**config.mk**
```make
export PLATFORM = sky130hd
export DESIGN_NAME = sar_adc_control_unit
export DESIGN_NICKNAME = d
export VERILOG_FILES = /design/src/hdl/sar_adc_pkg.sv /design/src/hdl/sar_adc_control_unit.sv
export SDC_FILE = /design/constraint.sdc
export NUM_CORES = 1
export LEC_CHECK = 0
export ABC_AREA = 1
export BUFFER_PORTS_ARGS = -buffer_cell sky130_fd_sc_hd__buf_4
export CORE_UTILIZATION = 40
export DETAILED_ROUTE_END_ITERATION = 8
export PLACE_DENSITY = 0.66
export SLEW_MARGIN = 20
export SYNTH_ARGS = -nofsm -noshare
export SYNTH_HDL_FRONTEND = slang
export SYNTH_SLANG_ARGS = --single-unit
```
**constraint.sdc**
```tcl
create_clock -name ref_clk -period 2.24 [get_ports ref_clk]
set_clock_uncertainty 0.15 [all_clocks]
set_input_delay 0.112 -clock ref_clk [delete_from_list [all_inputs] [get_ports ref_clk]]
set_output_delay 0.112 -clock ref_clk [all_outputs]
set_load 0.05 [all_outputs]
```
**src/hdl/sar_adc_pkg.sv**
```systemverilog
`default_nettype none
package sar_adc_pkg;
  // ----------------------------------------
  // timing
  // ----------------------------------------
  localparam int         REF_HZ       = 40_000_000;
  localparam int         CONV_BASE_HZ = 1_000_000;
  localparam logic [8:0] DIV_BASE     = 9'(REF_HZ / CONV_BASE_HZ);
  localparam logic [4:0] SETUP_TICKS  = 5'h2;
  localparam logic [4:0] SAMPLE_TICKS = 5'h6;
  localparam logic [4:0] BIT_TICKS    = 5'h2;
  localparam logic [4:0] RES_BITS     = 5'hA;
  localparam logic [4:0] TOTAL_TICKS  = 5'(SETUP_TICKS + SAMPLE_TICKS + BIT_TICKS * RES_BITS);
  localparam logic [3:0] MSB_INDEX    = 4'h9;
  // ----------------------------------------
  // register indices and byte addresses
  // ----------------------------------------
  localparam int          ADDR_W        = 12;
  localparam logic [7:0]  IDX_CTRL_LOW  = 8'hCA;
  localparam logic [7:0]  IDX_CTRL_HIGH = 8'hCB;
  localparam logic [7:0]  IDX_RES_LOW   = 8'hCC;
  localparam logic [7:0]  IDX_RES_HIGH  = 8'hCD;
  localparam logic [7:0]  IDX_IRQ_STAT  = 8'hCE;
  localparam logic [7:0]  IDX_IRQ_MASK  = 8'hCF;
  localparam logic [11:0] A_CTRL_LOW    = {2'h0, IDX_CTRL_LOW, 2'h0};
  localparam logic [11:0] A_CTRL_HIGH   = {2'h0, IDX_CTRL_HIGH, 2'h0};
  localparam logic [11:0] A_RES_LOW     = {2'h0, IDX_RES_LOW, 2'h0};
  localparam logic [11:0] A_RES_HIGH    = {2'h0, IDX_RES_HIGH, 2'h0};
  localparam logic [11:0] A_IRQ_STAT    = {2'h0, IDX_IRQ_STAT, 2'h0};
  localparam logic [11:0] A_IRQ_MASK    = {2'h0, IDX_IRQ_MASK, 2'h0};
  // ----------------------------------------
  // fields
  // ----------------------------------------
  localparam int         B_ENABLE = 7;
  localparam int         B_START  = 6;
  localparam int         B_REF    = 5;
  localparam int         B_DONE   = 4;
  localparam int         B_INTF   = 7;
  localparam int         B_TRIGGER_SOURCE_SELECT   = 3;
  localparam int         B_ALIGN  = 2;
  localparam int         B_EVT    = 0;
  localparam logic [1:0] RESP_OK  = 2'h0;
  localparam logic [1:0] RESP_ERR = 2'h2;
  typedef struct packed {
    logic       enable;
    logic       ref_ext;
    logic [3:0] channel;
    logic       sample;
    logic [9:0] trial;
  } core_ctrl_t;
  typedef enum logic [1:0] {ST_IDLE, ST_SETUP, ST_SAMPLE, ST_CONVERT} conv_state_t;
endpackage
`default_nettype wire

```
**src/hdl/sar_adc_control_unit.sv**
```systemverilog
// Functional notes
// conversion is 2 set-up, 6 sample, 2 per bit: 28 conversion clocks.
// at completion load result, set done flag, raise interrupt.
// done flag reads zero while a conversion runs.
// done flag cleared by enable written zero or stop mode; read-only.
// enable bit gates the module; stop mode disables it.
// writing one to start bit triggers a conversion; zero does nothing.
// trigger select: zero software start, one timer compare-A strobe.
// alignment zero msb-aligned in high byte; one lsb-aligned in low byte.
// clock select 00..11 gives 1, 0.5, 0.25, 0.125 MHz.
// channel codes 0 to 10 select eleven analog inputs.
// reference select zero internal supply, one external pin.
// interrupt flag set by event, cleared by writing zero or acknowledge.
// software configures, polls done flag, then reads both result bytes.
// result bytes hold old value until completion; undefined after reset.
//
// Chosen here: the AXI4-Lite interface to the registers.
`timescale 1ns/1ps
`default_nettype none
module sar_adc_control_unit
  import sar_adc_pkg::*;
(
  input  wire logic                      ref_clk,
  input  wire logic                      rst,
  input  wire logic [sar_adc_pkg::ADDR_W-1:0] s_axi_awaddr,
  input  wire logic                      s_axi_awvalid,
  output logic                           s_axi_awready,
  input  wire logic [31:0]               s_axi_wdata,
  input  wire logic [3:0]                s_axi_wstrb,
  input  wire logic                      s_axi_wvalid,
  output logic                           s_axi_wready,
  output logic [1:0]                     s_axi_bresp,
  output logic                           s_axi_bvalid,
  input  wire logic                      s_axi_bready,
  input  wire logic [sar_adc_pkg::ADDR_W-1:0] s_axi_araddr,
  input  wire logic                      s_axi_arvalid,
  output logic                           s_axi_arready,
  output logic [31:0]                    s_axi_rdata,
  output logic [1:0]                     s_axi_rresp,
  output logic                           s_axi_rvalid,
  input  wire logic                      s_axi_rready,
  input  wire logic                      stop_mode,
  input  wire logic                      timer_match,
  input  wire logic                      int_ack,
  input  wire logic                      comp_in,
  output sar_adc_pkg::core_ctrl_t        core_ctrl,
  output logic                           irq
);
  import sar_adc_pkg::*;

  // ----------------------------------------
  // helpers
  // ----------------------------------------
  function automatic logic [8:0] div_limit(input logic [1:0] sel);
    div_limit = 9'(DIV_BASE << sel);
  endfunction

  function automatic logic hit(input logic [ADDR_W-1:0] a, input logic [ADDR_W-1:0] r);
    hit = (a == r);
  endfunction

  // ----------------------------------------
  // state
  // ----------------------------------------
  logic              aw_held_r, aw_held_nxt, w_held_r, w_held_nxt;
  logic [ADDR_W-1:0] awaddr_r, awaddr_nxt;
  logic [7:0]        wbyte_r, wbyte_nxt;
  logic              wstrb0_r, wstrb0_nxt;
  logic              awready_r, awready_nxt, wready_r, wready_nxt;
  logic              bvalid_r, bvalid_nxt, arready_r, arready_nxt;
  logic              rvalid_r, rvalid_nxt;
  logic [1:0]        bresp_r, bresp_nxt, rresp_r, rresp_nxt;
  logic [31:0]       rdata_r, rdata_nxt;
  logic              en_r, en_nxt, ref_r, ref_nxt, done_r, done_nxt;
  logic [3:0]        chan_r, chan_nxt;
  logic              intf_r, intf_nxt, trigger_source_select_r, trigger_source_select_nxt, align_r, align_nxt;
  logic [1:0]        conversion_clock_select_r, conversion_clock_select_nxt;
  logic              stat_r, stat_nxt, mask_r, mask_nxt, irq_r, irq_nxt;
  conv_state_t       st_r, st_nxt;
  logic [8:0]        div_r, div_nxt;
  logic [4:0]        cnt_r, cnt_nxt;
  logic [3:0]        bit_r, bit_nxt;
  logic              ph_r, ph_nxt;
  logic [9:0]        sar_r, sar_nxt;
  logic [7:0]        res_hi_r, res_hi_nxt, res_lo_r, res_lo_nxt;
  core_ctrl_t        core_r, core_nxt;
  logic              comp_m_r, comp_s_r;
  logic              wr_fire, wr_ok, wr_lo, wr_hi, wr_st, wr_mk, ar_fire;
  logic              eff_en, tick, start, finish, sw_start, trigger;
  logic [9:0]        final_res;
  logic [31:0]       rd_mux;
  logic              rd_ok;

  // ----------------------------------------
  // bus slave
  // ----------------------------------------
  assign wr_fire = aw_held_r & w_held_r & ~bvalid_r;
  assign wr_ok   = wr_fire & wstrb0_r;
  assign wr_lo   = wr_ok & hit(awaddr_r, A_CTRL_LOW);
  assign wr_hi   = wr_ok & hit(awaddr_r, A_CTRL_HIGH);
  assign wr_st   = wr_ok & hit(awaddr_r, A_IRQ_STAT);
  assign wr_mk   = wr_ok & hit(awaddr_r, A_IRQ_MASK);
  assign ar_fire = s_axi_arvalid & arready_r;

  always_comb begin
    rd_ok  = 1'b1;
    rd_mux = 32'h0;
    unique case (s_axi_araddr)
      A_CTRL_LOW:  rd_mux[7:0] = {en_r, 1'b0, ref_r, done_r, chan_r};
      A_CTRL_HIGH: rd_mux[7:0] = {intf_r, 3'h0, trigger_source_select_r, align_r, conversion_clock_select_r};
      A_RES_LOW:   rd_mux[7:0] = res_lo_r;
      A_RES_HIGH:  rd_mux[7:0] = res_hi_r;
      A_IRQ_STAT:  rd_mux[0]   = stat_r;
      A_IRQ_MASK:  rd_mux[0]   = mask_r;
      default:     rd_ok       = 1'b0;
    endcase
  end

  always_comb begin
    aw_held_nxt = aw_held_r;
    awaddr_nxt  = awaddr_r;
    w_held_nxt  = w_held_r;
    wbyte_nxt   = wbyte_r;
    wstrb0_nxt  = wstrb0_r;
    bvalid_nxt  = bvalid_r;
    bresp_nxt   = bresp_r;
    rvalid_nxt  = rvalid_r;
    rresp_nxt   = rresp_r;
    rdata_nxt   = rdata_r;
    if (wr_fire) begin
      aw_held_nxt = 1'b0;
      w_held_nxt  = 1'b0;
      bvalid_nxt  = 1'b1;
      bresp_nxt   = (hit(awaddr_r, A_CTRL_LOW) | hit(awaddr_r, A_CTRL_HIGH) |
                     hit(awaddr_r, A_RES_LOW) | hit(awaddr_r, A_RES_HIGH) |
                     hit(awaddr_r, A_IRQ_STAT) | hit(awaddr_r, A_IRQ_MASK)) ? RESP_OK : RESP_ERR;
    end else if (bvalid_r & s_axi_bready) begin
      bvalid_nxt = 1'b0;
    end
    if (s_axi_awvalid & awready_r) begin
      aw_held_nxt = 1'b1;
      awaddr_nxt  = s_axi_awaddr;
    end
    if (s_axi_wvalid & wready_r) begin
      w_held_nxt = 1'b1;
      wbyte_nxt  = s_axi_wdata[7:0];
      wstrb0_nxt = s_axi_wstrb[0];
    end
    if (ar_fire) begin
      rvalid_nxt = 1'b1;
      rdata_nxt  = rd_mux;
      rresp_nxt  = rd_ok ? RESP_OK : RESP_ERR;
    end else if (rvalid_r & s_axi_rready) begin
      rvalid_nxt = 1'b0;
    end
    awready_nxt = ~aw_held_nxt;
    wready_nxt  = ~w_held_nxt;
    arready_nxt = ~rvalid_nxt;
  end

  // ----------------------------------------
  // conversion sequencer
  // ----------------------------------------
  // stop mode comes from the same clock; comparator is analog and needs syncing
  assign eff_en    = en_r & ~stop_mode;
  assign tick      = (st_r != ST_IDLE) & (div_r == div_limit(conversion_clock_select_r) - 9'h1);
  // start bit pulse
  assign sw_start  = wr_lo & wbyte_r[B_START];
  // trigger source mux
  assign trigger   = trigger_source_select_r ? timer_match : sw_start;
  assign start     = eff_en & (st_r == ST_IDLE) & trigger;
  assign finish    = tick & (st_r == ST_CONVERT) & ph_r & (bit_r == 4'h0);
  assign final_res = {sar_r[9:1], comp_s_r};

  always_comb begin
    st_nxt     = st_r;
    div_nxt    = tick ? 9'h0 : div_r + 9'h1;
    cnt_nxt    = cnt_r;
    bit_nxt    = bit_r;
    ph_nxt     = ph_r;
    sar_nxt    = sar_r;
    res_hi_nxt = res_hi_r;
    res_lo_nxt = res_lo_r;
    done_nxt   = done_r;
    if (start) begin
      st_nxt   = ST_SETUP;
      div_nxt  = 9'h0;
      cnt_nxt  = 5'h0;
      // busy reads zero
      done_nxt = 1'b0;
    end else if (tick) begin
      cnt_nxt = cnt_r + 5'h1;
      // 2 + 6 + 2 x 10 ticks
      unique case (st_r)
        ST_SETUP: if (cnt_r == SETUP_TICKS - 5'h1) begin
          st_nxt  = ST_SAMPLE;
          cnt_nxt = 5'h0;
        end
        ST_SAMPLE: if (cnt_r == SAMPLE_TICKS - 5'h1) begin
          st_nxt  = ST_CONVERT;
          bit_nxt = MSB_INDEX;
          ph_nxt  = 1'b0;
          sar_nxt = 10'h0;
        end
        ST_CONVERT: begin
          ph_nxt = ~ph_r;
          if (!ph_r) begin
            sar_nxt[bit_r] = 1'b1;
          end else begin
            sar_nxt[bit_r] = comp_s_r;
            bit_nxt        = bit_r - 4'h1;
          end
          if (finish) begin
            st_nxt = ST_IDLE;
            // load result and flag done
            done_nxt = 1'b1;
            // alignment at load
            // update only here
            if (align_r) begin
              res_hi_nxt = {6'h0, final_res[9:8]};
              res_lo_nxt = final_res[7:0];
            end else begin
              res_hi_nxt = final_res[9:2];
              res_lo_nxt = {final_res[1:0], 6'h0};
            end
          end
        end
        default: st_nxt = ST_IDLE;
      endcase
    end
    // disable clears done
    // disable aborts
    if (!eff_en || (wr_lo && !wbyte_r[B_ENABLE])) begin
      st_nxt   = ST_IDLE;
      done_nxt = 1'b0;
    end
  end

  // ----------------------------------------
  // control registers and interrupt
  // ----------------------------------------
  always_comb begin
    en_nxt    = wr_lo ? wbyte_r[B_ENABLE] : en_r;
    // reference select
    ref_nxt   = wr_lo ? wbyte_r[B_REF] : ref_r;
    // channel select, 0..10 valid
    chan_nxt  = wr_lo ? wbyte_r[3:0] : chan_r;
    trigger_source_select_nxt  = wr_hi ? wbyte_r[B_TRIGGER_SOURCE_SELECT] : trigger_source_select_r;
    align_nxt = wr_hi ? wbyte_r[B_ALIGN] : align_r;
    // divider code
    conversion_clock_select_nxt = wr_hi ? wbyte_r[1:0] : conversion_clock_select_r;
    // set wins over clears
    intf_nxt  = finish | (intf_r & ~(wr_hi & ~wbyte_r[B_INTF]) & ~int_ack);
    stat_nxt  = finish | (stat_r & ~(wr_st & wbyte_r[B_EVT]));
    mask_nxt  = wr_mk ? wbyte_r[B_EVT] : mask_r;
    irq_nxt   = stat_nxt & mask_nxt;
    core_nxt.enable  = eff_en;
    core_nxt.ref_ext = ref_nxt;
    core_nxt.channel = chan_nxt;
    core_nxt.sample  = (st_nxt == ST_SAMPLE);
    core_nxt.trial   = sar_nxt;
  end

  always_ff @(posedge ref_clk) begin
    comp_m_r <= comp_in;
    comp_s_r <= comp_m_r;
    res_hi_r <= res_hi_nxt;
    res_lo_r <= res_lo_nxt;
    awaddr_r <= awaddr_nxt;
    wbyte_r  <= wbyte_nxt;
    wstrb0_r <= wstrb0_nxt;
    rdata_r  <= rdata_nxt;
    if (rst) begin
      {aw_held_r, w_held_r, awready_r, wready_r, bvalid_r, arready_r, rvalid_r} <= 7'h00;
      bresp_r <= RESP_OK;
      rresp_r <= RESP_OK;
      {en_r, ref_r, done_r, intf_r, trigger_source_select_r, align_r, stat_r, mask_r, irq_r, ph_r} <= 10'h000;
      chan_r  <= 4'h0;
      conversion_clock_select_r <= 2'h0;
      st_r    <= ST_IDLE;
      div_r   <= 9'h000;
      cnt_r   <= 5'h00;
      bit_r   <= 4'h0;
      sar_r   <= 10'h000;
      core_r  <= '0;
    end else begin
      {aw_held_r, w_held_r, awready_r, wready_r} <= {aw_held_nxt, w_held_nxt, awready_nxt, wready_nxt};
      {bvalid_r, arready_r, rvalid_r} <= {bvalid_nxt, arready_nxt, rvalid_nxt};
      bresp_r <= bresp_nxt;
      rresp_r <= rresp_nxt;
      {en_r, ref_r, done_r, intf_r, trigger_source_select_r, align_r} <= {en_nxt, ref_nxt, done_nxt, intf_nxt, trigger_source_select_nxt, align_nxt};
      {stat_r, mask_r, irq_r, ph_r} <= {stat_nxt, mask_nxt, irq_nxt, ph_nxt};
      chan_r  <= chan_nxt;
      conversion_clock_select_r <= conversion_clock_select_nxt;
      st_r    <= st_nxt;
      div_r   <= div_nxt;
      cnt_r   <= cnt_nxt;
      bit_r   <= bit_nxt;
      sar_r   <= sar_nxt;
      core_r  <= core_nxt;
    end
  end

  assign s_axi_awready = awready_r;
  assign s_axi_wready  = wready_r;
  assign s_axi_bvalid  = bvalid_r;
  assign s_axi_bresp   = bresp_r;
  assign s_axi_arready = arready_r;
  assign s_axi_rvalid  = rvalid_r;
  assign s_axi_rdata   = rdata_r;
  assign s_axi_rresp   = rresp_r;
  assign core_ctrl     = core_r;
  assign irq           = irq_r;

  // ----------------------------------------
  // assertions
  // ----------------------------------------
  logic [4:0] tick_seen_r;
  always_ff @(posedge ref_clk) begin
    if (rst || start) tick_seen_r <= 5'h0;
    else if (tick) tick_seen_r <= tick_seen_r + 5'h1;
  end
endmodule
`default_nettype wire

```
**Word level (Yosys, flattened, before mapping)**

Index checks and enable logic that the tools add are counted.
Widths: inputs -> output; s select.

- Add/sub/neg operators: 4
- Order comparisons: 2
- Equality and inequality tests: 21
- Shift-type cells: 1
- Muxes and demuxes: 41
- Bitwise logic cells: 45
- Reduce and logical (&&, ||, !) cells: 18

Operator list:

| operator | count |
|---|---|
| $eq 12x10->1 const B | 12 |
| $mux 10 | 4 |
| $pmux 7 s4 | 1 |
| $and 1x1->1 | 26 |
| $pmux 10 s2 | 1 |
| $mux 2 | 9 |
| $mux 1 | 14 |
| $mux 4 | 3 |
| $not 1->1 | 11 |
| $bwmux 10 | 1 |
| $mux 5 | 2 |
| $or 10x10->10 | 1 |
| $add 9x1->9 const B | 1 |
| $eq 9x9->1 | 1 |
| $shl 6x2->9 const A | 1 |
| $sub 9x1->9 const B | 1 |
| $mux 8 | 1 |
| $pmux 4 s2 | 1 |
| $reduce_and 4->1 | 2 |
| $or 1x1->1 | 7 |
| $eq 2x2->1 const B | 3 |
| $pmux 1 s6 | 1 |
| $pmux 2 s3 | 1 |
| $reduce_bool 2->1 | 3 |
| 20 further kinds | 24 |

- Register bits: 106
- Output and inout bits: 59

**Logic depth before layout (Yosys ltp)**

- Word-level depth: 13
- Depth in mapped cells: 14

**Worst setup path after synthesis**

Ideal clock, no wire load.

- Path type: flip-flop to flip-flop
- Start: register conversion_clock_select_r[0]
- End: register res_hi_r[0] (enable)
- Arrival: 1673 ps
- Required time: 1726 ps
- Slack: 53 ps
- Cell stages (with the launch flop): 11
- Path through: dfxtp_1 inv_1 ha_1 inv_1 nand2_1 nand2_1 nor2_1 nand3_2 nor2_4 nand3_1 inv_1

- Longest elaborated chain between the ends: 8

Ends and longest elaborated chain:

| element | line | RTL |
|---|---|---|
| start: declaration | sar_adc_control_unit.sv:77 | `logic [1:0] conversion_clock_select_r, conversion_clock_select_nxt;` |
| start signal: assignment | sar_adc_control_unit.sv:294 | `conversion_clock_select_r <= conversion_clock_select_nxt;` |
| $shl 6x2->9 (*) | sar_adc_control_unit.sv:55 | `div_limit = 9'(DIV_BASE << sel);` |
| $sub 9x1->9 (*) | sar_adc_control_unit.sv:166 | `assign tick = (st_r != ST_IDLE) & (div_r == div_limit(conversion_clock_select_r) - 9'h1);` |
| $eq 9x9->1 (*) | sar_adc_control_unit.sv:166 |  |
| $and 1x1->1 (*) | sar_adc_control_unit.sv:166 |  |
| $and 1x1->1 (3 in a row) | sar_adc_control_unit.sv:172 | `assign finish = tick & (st_r == ST_CONVERT) & ph_r & (bit_r == 4'h0);` |
| $reduce_and 4->1 (no line) (*) | - |  |
| end signal: assignment | sar_adc_control_unit.sv:267 | `res_hi_r <= res_hi_nxt;` |
| end: declaration | sar_adc_control_unit.sv:85 | `logic [7:0] res_hi_r, res_hi_nxt, res_lo_r, res_lo_nxt;` |

Mark *: on every way between the ends. The rest lies on a longest branch, timed or not.
A chain may end at the register's enable or synchronous reset.

**Final worst setup path**

- Start: register conversion_clock_select_r[1]
- End: register res_lo_r[0] (enable)

- Longest elaborated chain between the ends: 8

Ends and longest elaborated chain:

| element | line | RTL |
|---|---|---|
| $shl 6x2->9 (*) | sar_adc_control_unit.sv:55 |  |
| $sub 9x1->9 (*) | sar_adc_control_unit.sv:166 |  |
| $eq 9x9->1 (*) | sar_adc_control_unit.sv:166 |  |
| $and 1x1->1 (*) | sar_adc_control_unit.sv:166 |  |
| $and 1x1->1 (3 in a row) | sar_adc_control_unit.sv:172 |  |
| $reduce_and 4->1 (no line) (*) | - |  |
| end signal: assignment | sar_adc_control_unit.sv:268 | `res_lo_r <= res_lo_nxt;` |
| end: declaration | sar_adc_control_unit.sv:85 |  |

Marks and branches as above.

==> metrics.txt <==
Inserted Clock Buffers 9; CP max FO 16; commonest non-fill, non-tap cell in the layout nand2_1; Top FF cell, synth dfxtp_1; TritonRoute pass-1 iters 6; vias per inst 4.83; library cells used by synthesis 38; Initial Utilization 0.414; DP HPWL 8.38 mm; Synth area leaders edfxtp_1 (26%), dfxtp_1 (23%), nand2_1 (8.9%); setup TNS 0 ns; clock buffer depth 2; total gr overflow 0; asr flop ratio synth 0; # H-tree levels 3; Yosys reg bits 103; unrepaired setup endpoints after global routing no; Cell Area, Synth 5030 um^2; post-route clock period utilization 0.907; Fill cells 1125; drt total wl 11.8 mm; sw frac 0.249; WL/cell 13.0 um; initial drt markers 226; Post-Synthesis Cells 624; ant diodes 0; Final ANT Viol Nets 0; post-layout minimum cycle time 2.03 ns; drt drc 0; combinational fraction of design power 0.085; commonest cells after routing, fill and taps aside nand2_1 (119), nor2_1 (93), buf_4 (84), inv_1 (83), dfxtp_1 (57); Die Wd 114 um; Final Slew Violations 0; largest net degree at the start of global routing 27; root buf cell clkbuf_16; pwr dens 626 nW/um^2; share of cells above drive strength 1 0.181; fmax 492 MHz; Skew-Pair Late Insertion Delay 0.35 ns; vias 4392; Crit. End Element flop; chip height 114 um; WP data required 2.16 ns; nets 819; LEAKAGE 2.77 nW; CTS tree yes; DP Cell Count 863; status completed; Ys Warns 0; Num Clock Sinks 103; GPL Wtd Cong 0.838; die area 13000 um^2; Seq pwr share 0.504; first-pass GRT wire length 19.3 mm; initial antenna violation count 0; critical path class reg -> reg; Worst Hold Class in -> reg; clock power share 0.412; number of global-route vias before repair 4195; core box area 12200 um^2; number of synthesized flops with an enable pin 44; Worst slew margin 0.535; P_int 2.99 mW; startpoint types flop; floorplan row count 40; synthesized area per cell 8.06 um^2; Area Overhead vs Synth 26.6%; IO buf count 75; P_sw 992 uW; Synth area leader edfxtp_1; sequential area share after synthesis 0.497; clock-pin slew on the worst setup and hold paths 0.07 ns; Tightest Pin Transition 0.696 ns; final hold violation count 0; # Max-Cap Violations 0; Global Route Usage Sum 0.189; number of I/O pins 130; peak supply drop 0.000317 V; Cell Count, Final, Fillers Out 909; final setup violating endpoints 0; Worst EP arrival 1.95 ns; Synth top area share 0.263
cell families (layout without fill, tap and decap cells):
group,after synthesis,in the layout,share of synthesized area
flip-flops,103,103,0.497
XOR/XNOR,9,9,0.0157
other,1,26,0.000745
AO/OA/AOI/OAI,73,73,0.0808
buffers and inverters,129,221,0.119
AND/OR/NAND/NOR,297,297,0.257
adder cells (fa/ha/maj),12,12,0.0298
repair_timing:
| item | in CTS | in global routing |
|---|---|---|
| buffers inserted | 0 | 1 |
| gates resized for setup | 0 | 11 |
| hold endpoints to repair | 35 | 0 |
| setup endpoints to repair | 0 | 44 |
| hold buffers | 29 | 0 |
critical path, cell delays in order (launching register included):
cell and delay, ns:
dfxtp_2 0.34, inv_2 0.10, ha_2 0.22, inv_1 0.04
nand2_1 0.07, nand2_1 0.05, nand2_1 0.07, nand3_2 0.12
nor2_4 0.19, nand3_1 0.12, inv_1 0.11, buf_12 0.16
cell usage after synthesis, types with 2 or more instances:
master	number
buf_2	3
nand3_1	39
o21ai_0	38
nor3_2	2
nand2_1	119
buf_4	27
clkbuf_1	8
nand2_2	3
xor2_1	8
nor2_1	96
clkinv_1	3
a21oi_2	2
ha_1	12
inv_2	2
edfxtp_1	44
nand3b_1	2
nor3_1	4
dfxtp_1	59
inv_1	85
a21oi_1	21
nand4_1	13
nor2_2	11
or2_0	3
o2111ai_1	4
nand3_2	3
routing by layer:
layer	up-vias	global-route usage	share of wire
li1	2171	-	-
met1	2056	0.243	0.45
met2	144	0.313	0.48
met3	21	0.0312	0.051
met4	0	0.0831	0.021
met5	-	0	0
metrics by stage:
stage | area, um^2 | total power [mW] | worst slack (ns) | utilization | hold slack [ns]
2_1_floorplan | 5130 | 2.28 | 0.0533 | - | -0.0103
3_3_place_gp | 5730 | 2.34 | 0.151 | 0.471 | 0.0673
3_5_place_dp | 5730 | 2.35 | 0.106 | 0.471 | 0.0679
4_1_cts | 6330 | 4.00 | 0.0820 | 0.520 | 0.111
5_1_grt | 6370 | 4.12 | 0.00955 | 0.524 | 0.144
6_report | 6370 | 3.99 | 0.209 | 0.524 | 0.113
power groups by stage:
| stage | registers (mW) | logic (mW) | clock network [mW] |
|---|---|---|---|
| 4_1_cts | 2.01 | 0.336 | 1.65 |
| 3_3_place_gp | 2.05 | 0.291 | 0 |
| 3_5_place_dp | 2.05 | 0.296 | 0 |
| 6_report | 2.01 | 0.337 | 1.64 |
| 5_1_grt | 2.01 | 0.361 | 1.75 |
| 2_1_floorplan | 2.08 | 0.195 | 0 |
cell type report:
type                    count  area [um^2]  share of cell area
flip-flops and latches    103         2500               0.393
multi-input cells         417         2060               0.323
repair buffers            115          952               0.150
inverters                  90          338              0.0530
clock buffers               9          225              0.0354
well taps                 168          210              0.0330
clock inverters             7         82.6              0.0130
path summary, 6_finish.rpt:
kind	slack [ns]	depth (start not counted)	start	end
setup reg to reg	0.21	11	conversion_clock_select_r[1]$_SDFFE_PP0P_	res_lo_r[0]$_SDFFCE_PN0P_
hold / removal	0.11	6	s_axi_araddr[2]	s_axi_rresp[1]$_SDFFE_PP0P_
hold reg to reg	0.19	0	comp_m_r$_DFF_P_	comp_s_r$_DFF_P_
setup / recovery	0.21	11	conversion_clock_select_r[1]$_SDFFE_PP0P_	res_lo_r[0]$_SDFFCE_PN0P_
registers in the layout (all words and copies together) (netlist names), 2 cells and up:
register                   flops
core_ctrl                     17
bit_r                          4
awaddr_r                      12
cnt_r                          5
div_r                          9
st_r                           2
res_hi_r                       8
conversion_clock_select_r      2
s_axi_rdata                    8
wbyte_r                        7
res_lo_r                       8
Power figures use the tool's default switching activity.
